### src/common/nlch_map.svh
// constants of the node list command handler: codes, lengths, masks, timing
// assumes a 10 MHz system clock; included by bare name
`ifndef NLCH_MAP_SVH
`define NLCH_MAP_SVH
// command codes
`define NLCH_CMD_SET_PROJ 8'h29
`define NLCH_CMD_GET_FAULT 8'h3E
`define NLCH_CMD_WR_ID1 8'h3F
`define NLCH_CMD_SET_PARM 8'h43
`define NLCH_CMD_GET_PROJ 8'h44
`define NLCH_CMD_GET_ENAB 8'h45
// request lengths in bytes, code and header byte included
`define NLCH_LEN_SET_PROJ 4'hB
`define NLCH_LEN_LIST 4'h2
`define NLCH_LEN_WR_ID1 4'h3
`define NLCH_LEN_SET_PARM 4'h4
// response lengths in bytes
`define NLCH_LEN_RESP_SHORT 4'h2
`define NLCH_LEN_RESP_LIST 4'hA
// last request byte index kept, first bitmap byte of set list
`define NLCH_MAX_IDX 4'hA
`define NLCH_MAP_BYTE 4'h3
// field positions in header byte and address byte
`define NLCH_TOGGLE_BIT 7
`define NLCH_ERR_NONE 7'h00
`define NLCH_ERR_UNKNOWN 7'h01
`define NLCH_ERR_LENGTH 7'h02
// positions 0A and 0B carry no node
`define NLCH_MAP_VALID 64'hFFFF_FFFE_FFFF_FFFE
`define NLCH_MAP_RESET 64'h0000_0000_0000_0000
`define NLCH_ADDR_ZERO 6'h00
`define NLCH_LAST_NODE 6'h3F
// fault list refresh period
`define NLCH_CLK_MHZ 10
`define NLCH_FAULT_REFRESH_US 1000
`define NLCH_FAULT_REFRESH_CYC (`NLCH_FAULT_REFRESH_US * `NLCH_CLK_MHZ)
`endif

### src/common/nlch_pkg.sv
// types of the node list command handler
// assumes nlch_map.svh for the numeric constants
package nlch_pkg;
    typedef enum logic [2:0] {
        ST_INIT_LOAD = 3'b000,
        ST_INIT_SEND = 3'b001,
        ST_IDLE = 3'b010,
        ST_EXEC = 3'b011,
        ST_WAIT_NODE = 3'b100,
        ST_RESP = 3'b101
    } nlch_state_e;
    typedef enum logic {
        NODE_PARAM = 1'b0,
        NODE_ID1 = 1'b1
    } nlch_node_kind_e;
    // one byte of a request or response stream
    typedef struct packed {
        logic last;
        logic [7:0] data;
    } nlch_byte_s;
    // one transfer towards a node on the segment
    typedef struct packed {
        nlch_node_kind_e kind;
        logic [5:0] addr;
        logic [3:0] data;
    } nlch_node_req_s;
    // write of one permanent parameter into the retained store
    typedef struct packed {
        logic [5:0] idx;
        logic [3:0] data;
    } nlch_parm_wr_s;
endpackage

### src/core/nlch_node_list_handler.sv
// node list command handler: projected, fault and enabled node lists,
// extended ID1 write to node 0, permanent parameters restored at power-on
// assumes synchronous inputs, a retained store outside, segment scan outside
// assumes one host at a time and a node side that acks every transfer
// Contract
// - set-list 0x29 with 9-byte payload writes the expected bitmap to retained store
// - list bit 1 means node expected at that address, 0 means not
// - read-fault 0x3E, no payload, returns 8-byte peripheral fault bitmap
// - fault bitmap is refreshed periodically while running
// - fault bit is 1 only for an enabled node reporting a fault
// - ID1 write 0x3F with 1-byte payload goes to the node at address 0
// - only the low 4 bits of the ID1 value pass to the node, unchecked; the upper 4 bits are dropped
// - parameter store 0x43 with 2-byte payload saves 4 bits for addressed node
// - after every power-on each stored parameter is sent to its node
// - read-projected 0x44, no payload, returns stored 8-byte bitmap
// - read-enabled 0x45, no payload, returns 8-byte enabled node bitmap
// - bitmap positions that cannot hold a node carry no meaning, read zero
// - protected mode enables only projected nodes with matching configuration
`timescale 1ns/10ps
`include "nlch_map.svh"
module nlch_node_list_handler import nlch_pkg::*; #(
    parameter int unsigned FAULT_REFRESH_CYC = `NLCH_FAULT_REFRESH_CYC
) (
    // clock and reset
    input wire logic clk_sys_in,
    input wire logic rst_n_in,
    // request byte stream
    input wire logic req_valid_in,
    input wire nlch_byte_s req_in,
    output logic req_ready_out,
    // response byte stream
    output logic resp_valid_out,
    output nlch_byte_s resp_out,
    input wire logic resp_ready_in,
    // segment scan state
    input wire logic [63:0] node_detected_in,
    input wire logic [63:0] node_fault_in,
    input wire logic [63:0] node_cfg_ok_in,
    input wire logic config_mode_in,
    // transfers towards nodes
    output logic node_req_valid_out,
    output nlch_node_req_s node_req_out,
    input wire logic node_ack_in,
    // retained store
    input wire logic [63:0] nv_proj_in,
    output logic nv_proj_wr_out,
    output logic [63:0] nv_proj_out,
    output logic [5:0] nv_parm_rd_idx_out,
    input wire logic [3:0] nv_parm_rd_in,
    output logic nv_parm_wr_out,
    output nlch_parm_wr_s nv_parm_out,
    // status
    output logic init_done_out,
    output logic [63:0] projected_node_list_out,
    output logic [63:0] enabled_node_list_out,
    output logic [63:0] peripheral_fault_list_out
);
    logic rst_meta_q;
    logic rst_sync_q;
    nlch_state_e state_q;
    logic [3:0] idx_q;
    logic [7:0] rq_q [0:10];
    logic [63:0] proj_q;
    logic [63:0] enab_q;
    logic [63:0] fault_q;
    logic [15:0] tick_cnt_q;
    logic [5:0] pidx_q;
    logic node_valid_q;
    nlch_node_req_s node_req_q;
    logic nv_proj_wr_q;
    logic nv_parm_wr_q;
    nlch_parm_wr_s nv_parm_q;
    logic [63:0] resp_map_q;
    logic [7:0] hdr_q;
    logic [3:0] resp_len_q;
    logic [3:0] ridx_q;
    logic resp_valid_q;
    nlch_byte_s resp_q;

    // reset release through two flops
    // asserts at once, releases on a clock edge to avoid recovery hazards
    always_ff @(posedge clk_sys_in or negedge rst_n_in) begin
        if (!rst_n_in) begin
            rst_meta_q <= 1'b0;
            rst_sync_q <= 1'b0;
        end else begin
            rst_meta_q <= 1'b1;
            rst_sync_q <= rst_meta_q;
        end
    end

    // refresh tick divider
    logic tick;
    // one tick per refresh period; the enabled and fault lists move only on it
    assign tick = (tick_cnt_q == 16'(FAULT_REFRESH_CYC - 1));
    always_ff @(posedge clk_sys_in or negedge rst_sync_q) begin
        if (!rst_sync_q) begin
            tick_cnt_q <= 16'h0000;
        end else begin
            tick_cnt_q <= tick ? 16'h0000 : tick_cnt_q + 16'h0001;
        end
    end

    // enabled and fault lists from the scan
    // configuration mode enables every detected node,
    // protected mode only projected nodes whose configuration matches
    logic [63:0] enab_d;
    logic [63:0] fault_d;
    assign enab_d = (config_mode_in ? node_detected_in
        : (proj_q & node_detected_in & node_cfg_ok_in)) & `NLCH_MAP_VALID;
    // a fault only counts on an enabled node
    assign fault_d = node_fault_in & enab_d;
    always_ff @(posedge clk_sys_in or negedge rst_sync_q) begin
        if (!rst_sync_q) begin
            enab_q <= `NLCH_MAP_RESET;
            fault_q <= `NLCH_MAP_RESET;
        end else if (tick) begin
            enab_q <= enab_d;
            fault_q <= fault_d;
        end
    end

    // request decode
    logic [7:0] cmd;
    logic is_set_proj;
    logic is_list;
    logic is_id1;
    logic is_parm;
    logic [3:0] exp_len;
    logic [6:0] err;
    logic [63:0] req_map;
    logic [63:0] sel_map;
    assign cmd = rq_q[0];
    assign is_set_proj = (cmd == `NLCH_CMD_SET_PROJ);
    assign is_id1 = (cmd == `NLCH_CMD_WR_ID1);
    assign is_parm = (cmd == `NLCH_CMD_SET_PARM);
    assign is_list = (cmd == `NLCH_CMD_GET_FAULT) || (cmd == `NLCH_CMD_GET_PROJ)
        || (cmd == `NLCH_CMD_GET_ENAB);
    assign exp_len = is_set_proj ? `NLCH_LEN_SET_PROJ : is_id1 ? `NLCH_LEN_WR_ID1
        : is_parm ? `NLCH_LEN_SET_PARM : `NLCH_LEN_LIST;
    // unknown code wins over a length error; either blocks the action
    assign err = !(is_set_proj || is_id1 || is_parm || is_list) ? `NLCH_ERR_UNKNOWN
        : (idx_q != exp_len) ? `NLCH_ERR_LENGTH : `NLCH_ERR_NONE;
    // bytes 3..10 carry addresses 0A..31B, low address in low bit
    assign req_map = {rq_q[10], rq_q[9], rq_q[8], rq_q[7],
        rq_q[6], rq_q[5], rq_q[4], rq_q[3]} & `NLCH_MAP_VALID;
    assign sel_map = (cmd == `NLCH_CMD_GET_FAULT) ? fault_q
        : (cmd == `NLCH_CMD_GET_ENAB) ? enab_q : proj_q;

    // next response byte
    // byte 0 is loaded in exec, or on the node ack for ID1; the rest follow one per accepted byte
    logic [3:0] rb_idx;
    logic [2:0] rb_map;
    logic [7:0] rb_byte;
    logic rb_last;
    logic exec_ok;
    assign rb_idx = ridx_q + 4'h1;
    assign rb_map = 3'(rb_idx - 4'h2);
    assign rb_byte = (rb_idx == 4'h1) ? hdr_q : resp_map_q[{rb_map, 3'b000} +: 8];
    assign rb_last = (rb_idx == resp_len_q - 4'h1);
    assign exec_ok = (state_q == ST_EXEC) && (err == `NLCH_ERR_NONE);

    // request byte capture
    // bytes past the last slot are counted but not kept
    always_ff @(posedge clk_sys_in) begin
        if (state_q == ST_IDLE && req_valid_in && idx_q <= `NLCH_MAX_IDX) begin
            rq_q[idx_q] <= req_in.data;
        end
    end

    // power-on parameter walk helpers
    logic pidx_valid;
    logic pidx_done;
    logic [63:0] map_valid;
    assign map_valid = `NLCH_MAP_VALID;
    // positions 0A and 0B hold no node and are skipped
    assign pidx_valid = map_valid[pidx_q];
    assign pidx_done = (pidx_q == `NLCH_LAST_NODE);

    // main sequencer
    always_ff @(posedge clk_sys_in or negedge rst_sync_q) begin
        if (!rst_sync_q) begin
            state_q <= ST_INIT_LOAD;
            idx_q <= 4'h0;
            pidx_q <= 6'h00;
            proj_q <= `NLCH_MAP_RESET;
            node_valid_q <= 1'b0;
            node_req_q <= '0;
            hdr_q <= 8'h00;
            resp_len_q <= `NLCH_LEN_RESP_SHORT;
            resp_map_q <= `NLCH_MAP_RESET;
            ridx_q <= 4'h0;
            resp_valid_q <= 1'b0;
            resp_q <= '0;
        end else begin
            case (state_q)
                // take the retained list once after reset
                ST_INIT_LOAD: begin
                    proj_q <= nv_proj_in & `NLCH_MAP_VALID;
                    pidx_q <= 6'h00;
                    state_q <= ST_INIT_SEND;
                end
                // one parameter per node, each waits for its ack
                ST_INIT_SEND: begin
                    if (node_valid_q) begin
                        if (node_ack_in) begin
                            node_valid_q <= 1'b0;
                            pidx_q <= pidx_q + 6'h01;
                            state_q <= pidx_done ? ST_IDLE : ST_INIT_SEND;
                        end
                    end else if (pidx_valid) begin
                        node_valid_q <= 1'b1;
                        node_req_q <= '{kind: NODE_PARAM, addr: pidx_q, data: nv_parm_rd_in};
                    end else begin
                        pidx_q <= pidx_q + 6'h01;
                        state_q <= pidx_done ? ST_IDLE : ST_INIT_SEND;
                    end
                end
                // collect request bytes until the last flag
                ST_IDLE: begin
                    if (req_valid_in) begin
                        idx_q <= (idx_q == 4'hF) ? idx_q : idx_q + 4'h1;
                        state_q <= req_in.last ? ST_EXEC : ST_IDLE;
                    end
                end
                // act on the request and load the response header
                ST_EXEC: begin
                    hdr_q <= {rq_q[1][`NLCH_TOGGLE_BIT], err};
                    resp_map_q <= sel_map;
                    resp_len_q <= (is_list && err == `NLCH_ERR_NONE) ?
                        `NLCH_LEN_RESP_LIST : `NLCH_LEN_RESP_SHORT;
                    if (exec_ok && is_set_proj) begin
                        proj_q <= req_map;
                    end
                    if (exec_ok && is_id1) begin
                        node_valid_q <= 1'b1;
                        node_req_q <= '{kind: NODE_ID1, addr: `NLCH_ADDR_ZERO,
                            data: rq_q[2][3:0]};
                        state_q <= ST_WAIT_NODE;
                    end else begin
                        resp_valid_q <= 1'b1;
                        resp_q <= '{last: 1'b0, data: cmd};
                        ridx_q <= 4'h0;
                        state_q <= ST_RESP;
                    end
                end
                // no timeout: a silent node stalls the host
                ST_WAIT_NODE: begin
                    if (node_ack_in) begin
                        node_valid_q <= 1'b0;
                        resp_valid_q <= 1'b1;
                        resp_q <= '{last: 1'b0, data: cmd};
                        ridx_q <= 4'h0;
                        state_q <= ST_RESP;
                    end
                end
                // hand out response bytes as the host takes them
                ST_RESP: begin
                    if (resp_ready_in) begin
                        if (resp_q.last) begin
                            resp_valid_q <= 1'b0;
                            idx_q <= 4'h0;
                            state_q <= ST_IDLE;
                        end else begin
                            resp_q <= '{last: rb_last, data: rb_byte};
                            ridx_q <= rb_idx;
                        end
                    end
                end
                default: begin
                    state_q <= ST_IDLE;
                end
            endcase
        end
    end

    // retained store write strobes
    // exec lasts one cycle, so each strobe is a single pulse
    always_ff @(posedge clk_sys_in or negedge rst_sync_q) begin
        if (!rst_sync_q) begin
            nv_proj_wr_q <= 1'b0;
            nv_parm_wr_q <= 1'b0;
            nv_parm_q <= '0;
        end else begin
            nv_proj_wr_q <= exec_ok && is_set_proj;
            nv_parm_wr_q <= exec_ok && is_parm;
            if (exec_ok && is_parm) begin
                nv_parm_q <= '{idx: rq_q[2][5:0], data: rq_q[3][3:0]};
            end
        end
    end

    // outputs
    // ready and init done are decoded from the state, everything else comes from flops
    assign req_ready_out = (state_q == ST_IDLE);
    assign resp_valid_out = resp_valid_q;
    assign resp_out = resp_q;
    assign node_req_valid_out = node_valid_q;
    assign node_req_out = node_req_q;
    assign nv_proj_wr_out = nv_proj_wr_q;
    assign nv_proj_out = proj_q;
    assign nv_parm_rd_idx_out = pidx_q;
    assign nv_parm_wr_out = nv_parm_wr_q;
    assign nv_parm_out = nv_parm_q;
    assign init_done_out = (state_q != ST_INIT_LOAD) && (state_q != ST_INIT_SEND);
    assign projected_node_list_out = proj_q;
    assign enabled_node_list_out = enab_q;
    assign peripheral_fault_list_out = fault_q;
endmodule

### config.mk
export PLATFORM = sky130hd
export DESIGN_NAME = nlch_node_list_handler
export DESIGN_NICKNAME = d
export VERILOG_FILES = /design/src/common/nlch_pkg.sv /design/src/core/nlch_node_list_handler.sv
export VERILOG_INCLUDE_DIRS = /design/src /design/src/common
export SDC_FILE = /design/constraint.sdc
export NUM_CORES = 1
export LEC_CHECK = 0
export BUFFER_PORTS_ARGS = -buffer_cell sky130_fd_sc_hd__buf_4
export CORE_AREA = 2 2 223 225
export CTS_CLUSTER_DIAMETER = 120
export DETAILED_ROUTE_END_ITERATION = 10
export DIE_AREA = 0 0 225 227
export PLACE_DENSITY_LB_ADDON = 0.25
export SYNTH_ARGS = -nofsm -noshare
export SYNTH_HDL_FRONTEND = slang
export SYNTH_SLANG_ARGS = --single-unit
### constraint.sdc
create_clock -name clk_sys_in -period 28.7 [get_ports clk_sys_in]
set_clock_uncertainty 0.1 [all_clocks]
set_input_delay 5.74 -clock clk_sys_in [delete_from_list [all_inputs] [get_ports clk_sys_in]]
set_output_delay 5.74 -clock clk_sys_in [all_outputs]
set_load 0.02 [all_outputs]
Yosys cells after proc, flatten, opt, wreduce, memory -nomap -nowiden

Memory sizes are Yosys's and may differ from the RTL's. A register that Yosys moved wholly into a read port is not among the register bits.
Cells that the tools add are included.
W data, S select, Z words.

$add $sub $neg: 6
Magnitude comparators: 2
Equality and inequality tests: 31
Shift operators: 1
Muxes and demuxes: 61
Bitwise logic cells: 3
Reduce and logical (&&, ||, !) cells: 32

Operator list:

| cell                    | number |
|---|---|
| $mux W64                | 4 |
| $and A64 B64 Y64        | 3 |
| $pmux W64 S2            | 1 |
| $shiftx A64 B7 Y8       | 1 |
| $mux W4                 | 10 |
| $mux W9                 | 4 |
| $mux W11                | 3 |
| $mux W3                 | 9 |
| $pmux W9 S3             | 1 |
| $eq A8 B6 Y1 const B    | 3 |
| $eq A8 B7 Y1 const B    | 3 |
| $pmux W11 S2            | 1 |
| $mux W6                 | 3 |
| $ne A2 B2 Y1 const B    | 9 |
| $pmux W3 S6             | 1 |
| $add A16 B1 Y16 const B | 1 |
| $eq A16 B14 Y1 const B  | 1 |
| $mux W16                | 1 |
| $reduce_and A5 Y1       | 3 |
| $mux W1                 | 14 |
| $pmux W4 S3             | 1 |
| $pmux W6 S2             | 1 |
| $reduce_bool A3 Y1      | 3 |
| $add A4 B1 Y4 const B   | 2 |
| other kinds (30)        | 53 |

Bits in registers: 335
Memory bits (writable): 88
Bits in read-only memories: 64
Word-level logic and storage cells: 162
Memories kept: 2

Memory list:

| name            | words | bits a word | rd ports | clocked after memory_dff | write ports | line                          | RTL |
|---|---|---|---|---|---|---|---|
| rq_q            | 11    | 8           | 11       | 1                        | 1           | nlch_node_list_handler.sv:62  | `logic [7:0] rq_q [0:10];` |
| (no name shown) | 64    | 1           | 1        | 0                        | 0           | nlch_node_list_handler.sv:177 | `assign pidx_valid = map_valid[pidx_q];` |

Logic depth before layout (Yosys ltp)

An unclocked memory read counts as a cell.

Depth in word-level cells: 13
Mapped depth: 12
Mapped depth without buffers: 8

Worst setup path before layout

No wires, ideal clock.

Path type: register -> output
Start: register state_q[1]
End: output req_ready_out
Data arrival time: 1362 ps
Data required time: 22860 ps
Slack: 21498 ps
Stages on the path, launching flop included: 4
Cell sequence: dfrtp_1 -> clkbuf_1 -> inv_2 -> nor3_1

Word-level cells in the longest chain between the ends: 1

Ends and longest elaborated chain:

| item                   | line                          | RTL |
|---|---|---|
| from (decl)            | nlch_node_list_handler.sv:60  | `nlch_state_e state_q;` |
| from (signal assigned) | nlch_node_list_handler.sv:209 | `state_q <= pidx_done ? ST_IDLE : ST_INIT_SEND;` |
| from (signal assigned) | nlch_node_list_handler.sv:216 | `state_q <= pidx_done ? ST_IDLE : ST_INIT_SEND;` |
| from (signal assigned) | nlch_node_list_handler.sv:223 | `state_q <= req_in.last ? ST_EXEC : ST_IDLE;` |
| $eq A3 B2 Y1           | nlch_node_list_handler.sv:295 | `assign req_ready_out = (state_q == ST_IDLE);` |
| to (decl)              | nlch_node_list_handler.sv:30  | `output logic req_ready_out,` |

Every way passes these cells.

Worst setup path in the final report

Ends and elaborated chain as after synthesis.

==> run_results.csv <==
group,metric,value,unit
synthesis,muxShareOfSynthArea,9.73,%
timing,rsz0062_at_grt,"false",
timing,setup_ws,20.71,ns
grt,antenna_found_initial,2,
clock_network,cts_hold_buf,0,
synthesis,synth-simple-area-share,12.2,%
layout,drive_above_1_share,29.4,%
critical_path,crit_required,22.86,ns
floorplan,start_util,39.1,%
timing,fin_crit_sh,27.8,%
routing,post_drt_wl_per_cell,22.3,um
power,p_clk_share,27.9,%
synthesis,synth.ff_latch_count,399,
timing,setup_tns,0,ns
grt,grt_max_degree,125,
power,combPwrFrac,32.3,%
power,power_density,85.6,nW/um^2
grt,grt_use_total,25.1,%
clock_network,clockRootBuffer,"clkbuf_16",
layout,areaGrowthSynthToFinish,29.6,%
routing,drtIter0Drc,1114,
floorplan,coreArea,48500,sq um
clock_network,clkTransAtPathRegs,0.06,ns
routing,totalWireLength,65.3,mm
synthesis,avgSynthCellArea,10.4,sq um
timing,worst_slew_pin_slew,1.14,ns
floorplan,fp.dieW,225,um
critical_path,endpoint_kind,"primary output",
floorplan,die-height,227,um
critical_path,start_kind,"flop",
synthesis,synth-edff-count,78,
place,place_congestion,0.873,
timing,max-slew-margin-rel,23.8,%
timing,period_minus_slack,7.99,ns
critical_path,path_max_fanout,11,
clock_network,cts.sinks,399,
grt,overflow,0,
power,leakagePower,11.8,nW
critical_path,path_class,"reg2out",
grt,grt_pass1_wl,96.4,mm
clock_network,clockBufferDepth,3,
timing,slew_viol_final,0,
clock_network,cts_tree,"built",
timing,clock.fmax,125,MHz
synthesis,yosysWarnings,0,
layout,nNetsFinal,2554,
routing,routed-via-count,15778,
synthesis,synth_seq_area_share,54.6,%
flow_run,maxCapViolations,0,
clock_network,cts_max_level,2,
synthesis,yosys.area_share.adder,0.593,%
timing,hold_viol,0,
critical_path,cp_data_arrival_time,2.15,ns
synthesis,synth_top_family_by_area,"compound AO/OA/AOI/OAI gates",
clock_network,post_cts_buffers,0,
synthesis,synth_cell_types,60,
power,p_int,1.36,mW
clock_network,ctsResizeCount,0,
power,power_frac_seq,39.7,%
floorplan,num_rows,81,
synthesis,ys.flop_type,"dfrtp_1",
routing,avgViaCountPerCell,5.39,
power,p_sw,0.752,mW
routing,drcViolationCount,0,
routing,antenna_left,0,
clock_network,clk_latency,0.57,ns
power,ir_drop,0.0471,mV
floorplan,ioPinCount,573,
run_status,status,"finished clean",
synthesis,synthesis.area,19000,sq um
place,dp_hpwl,46.2,mm
synthesis,syn_inst,1835,
synthesis,synth_xor_area_share,0.922,%
synthesis,async_reset_ff_share,80.5,%
routing,dr.pass1.iters,5,
timing,finalSetupViolCount,0,
clock_network,numCtsBuffers,45,
synthesis,synth-compound-area-share,16.3,%
floorplan,fp.dieArea,51100,sq um
grt,grt_pass1_vias,15419,
min_path,min_path_type,"reg2reg",
power,swShare,35.7,%
place,io_buffers,556,
place,pre_cts_slack,21.30,ns
registers in the layout, indices dropped and copies added, names as in the netlist, 6 cells and up:
register and count:
node_req_out 11, rq_q 78, resp_map_q 62, nv_parm_rd_idx_out 6, nv_proj_out 62, enabled_node_list_out 62
peripheral_fault_list_out 62, nv_parm_out 10, tick_cnt_q 16, resp_out 9
per-stage QoR:
| stage | cells | cell area (sq um) | hold slack (ns) | util, % | power [mW] |
|---|---|---|---|---|---|
| finish | 2928 | 24600 | 0.253 | 50.7 | 2.11 |
| global route | 2927 | 24600 | 0.266 | 50.7 | 2.21 |
| CTS | 2926 | 24600 | 0.254 | 50.7 | 2.12 |
| detailed placement | 2845 | 23100 | 0.241 | 47.7 | 1.53 |
| global placement | 2845 | 23100 | 0.238 | 47.7 | 1.52 |
| floorplan | 1842 | 19000 | 0.231 | - | 1.25 |
per-layer routing:
| metal | track usage [%] | part of all wire, % | routed length, um | up-vias |
|---|---|---|---|---|
| met1 | 33.2 | 42 | 27700 | 7799 |
| li1 | - | - | - | 7341 |
| met3 | 4.26 | 5.5 | 3580 | 88 |
| met4 | 8.18 | 3.1 | 2010 | 0 |
| met2 | 42.2 | 49 | 32000 | 550 |
| met5 | 0 | 0 | 0 | - |
worst max-delay path, cell delays in order, from the launching register on:
cell and delay (ns):
dfrtp_1 0.57, inv_2 0.15, nor3_1 0.60, buf_4 0.27
synth_stat cells (12+ instances only):
library cell  count  area, sq um
nor2_1           41          154
xor2_1           12          105
nor3_1           72          360
a21o_1          125          938
nand3_1          83          415
mux2_4           16          240
edfxtp_1         78         2340
and3_1           13         81.3
nand2_1         237          890
a21oi_1         138          691
mux2i_1         137         1370
inv_1            17         63.8
buf_4            70          526
dfrtp_1         321         8030
clkbuf_1        105          394
o21ai_0         211         1060
and2_1           14         87.6
power groups by stage:
stage / clock network [mW] / registers [mW] / logic [mW]
after global placement: 0 / 0.842 / 0.675
final: 0.588 / 0.838 / 0.682
after global routing: 0.622 / 0.854 / 0.736
after floorplan: 0 / 0.870 / 0.379
after detailed placement: 0 / 0.847 / 0.685
after CTS: 0.599 / 0.838 / 0.687
layout make-up:
| cell class | instances | area, sq um |
|---|---|---|
| diodes | 2 | 5.00 |
| clock buffers | 65 | 1280 |
| clock inverters | 16 | 205 |
| fillers | 4441 | 23900 |
| inverters | 18 | 67.6 |
| multi-input cells | 1234 | 7620 |
| flip-flops and latches | 399 | 10400 |
| well taps | 622 | 778 |
| repair buffers | 572 | 4290 |
final timing paths:
| kind | end | cells after the start | start | slack, ns |
|---|---|---|---|---|
| max | req_ready_out | 3 | state_q[1] | 20.71 |
| min in group asynchronous | enabled_node_list_out[9] | 0 | rst_sync_q | 0.33 |
| max in group asynchronous | rst_sync_q | 1 | rst_n_in | 23.55 |
| min | rst_sync_q | 0 | rst_meta_q | 0.25 |
| min reg2reg | rst_sync_q | 0 | rst_meta_q | 0.25 |
| max reg2reg | resp_out[7] | 6 | state_q[0] | 24.49 |
kinds of logic (layout without fill, tap and decap cells):
logic type | after synthesis | after routing
AOI/OAI and AO/OA | 525 | 525
and+or+nand+nor | 505 | 505
muxes | 166 | 166
adders and majority gates | 9 | 9
DFF | 399 | 399
xor gates and xnor gates | 20 | 20
buffers and inverters | 209 | 671
other | 2 | 11
cells in the final DEF, fill, tap and decap left out, types with 8 or more instances in the layout:
cell	instances
mux2_4	16
dfrtp_1	320
mux4_2	8
o21ai_0	211
nand2_1	236
o211ai_1	11
conb_1	9
nor2_1	39
xor2_1	12
a21o_1	125
and2_1	14
a22o_1	10
nand3_1	83
ha_1	9
edfxtp_1	78
buf_4	572
clkbuf_1	13
a21oi_1	138
nor3_1	72
mux2i_1	137
and3_1	13
xnor2_1	8
inv_1	17
clkbuf_16	46
No activity file was read; power rests on OpenSTA's default activity.
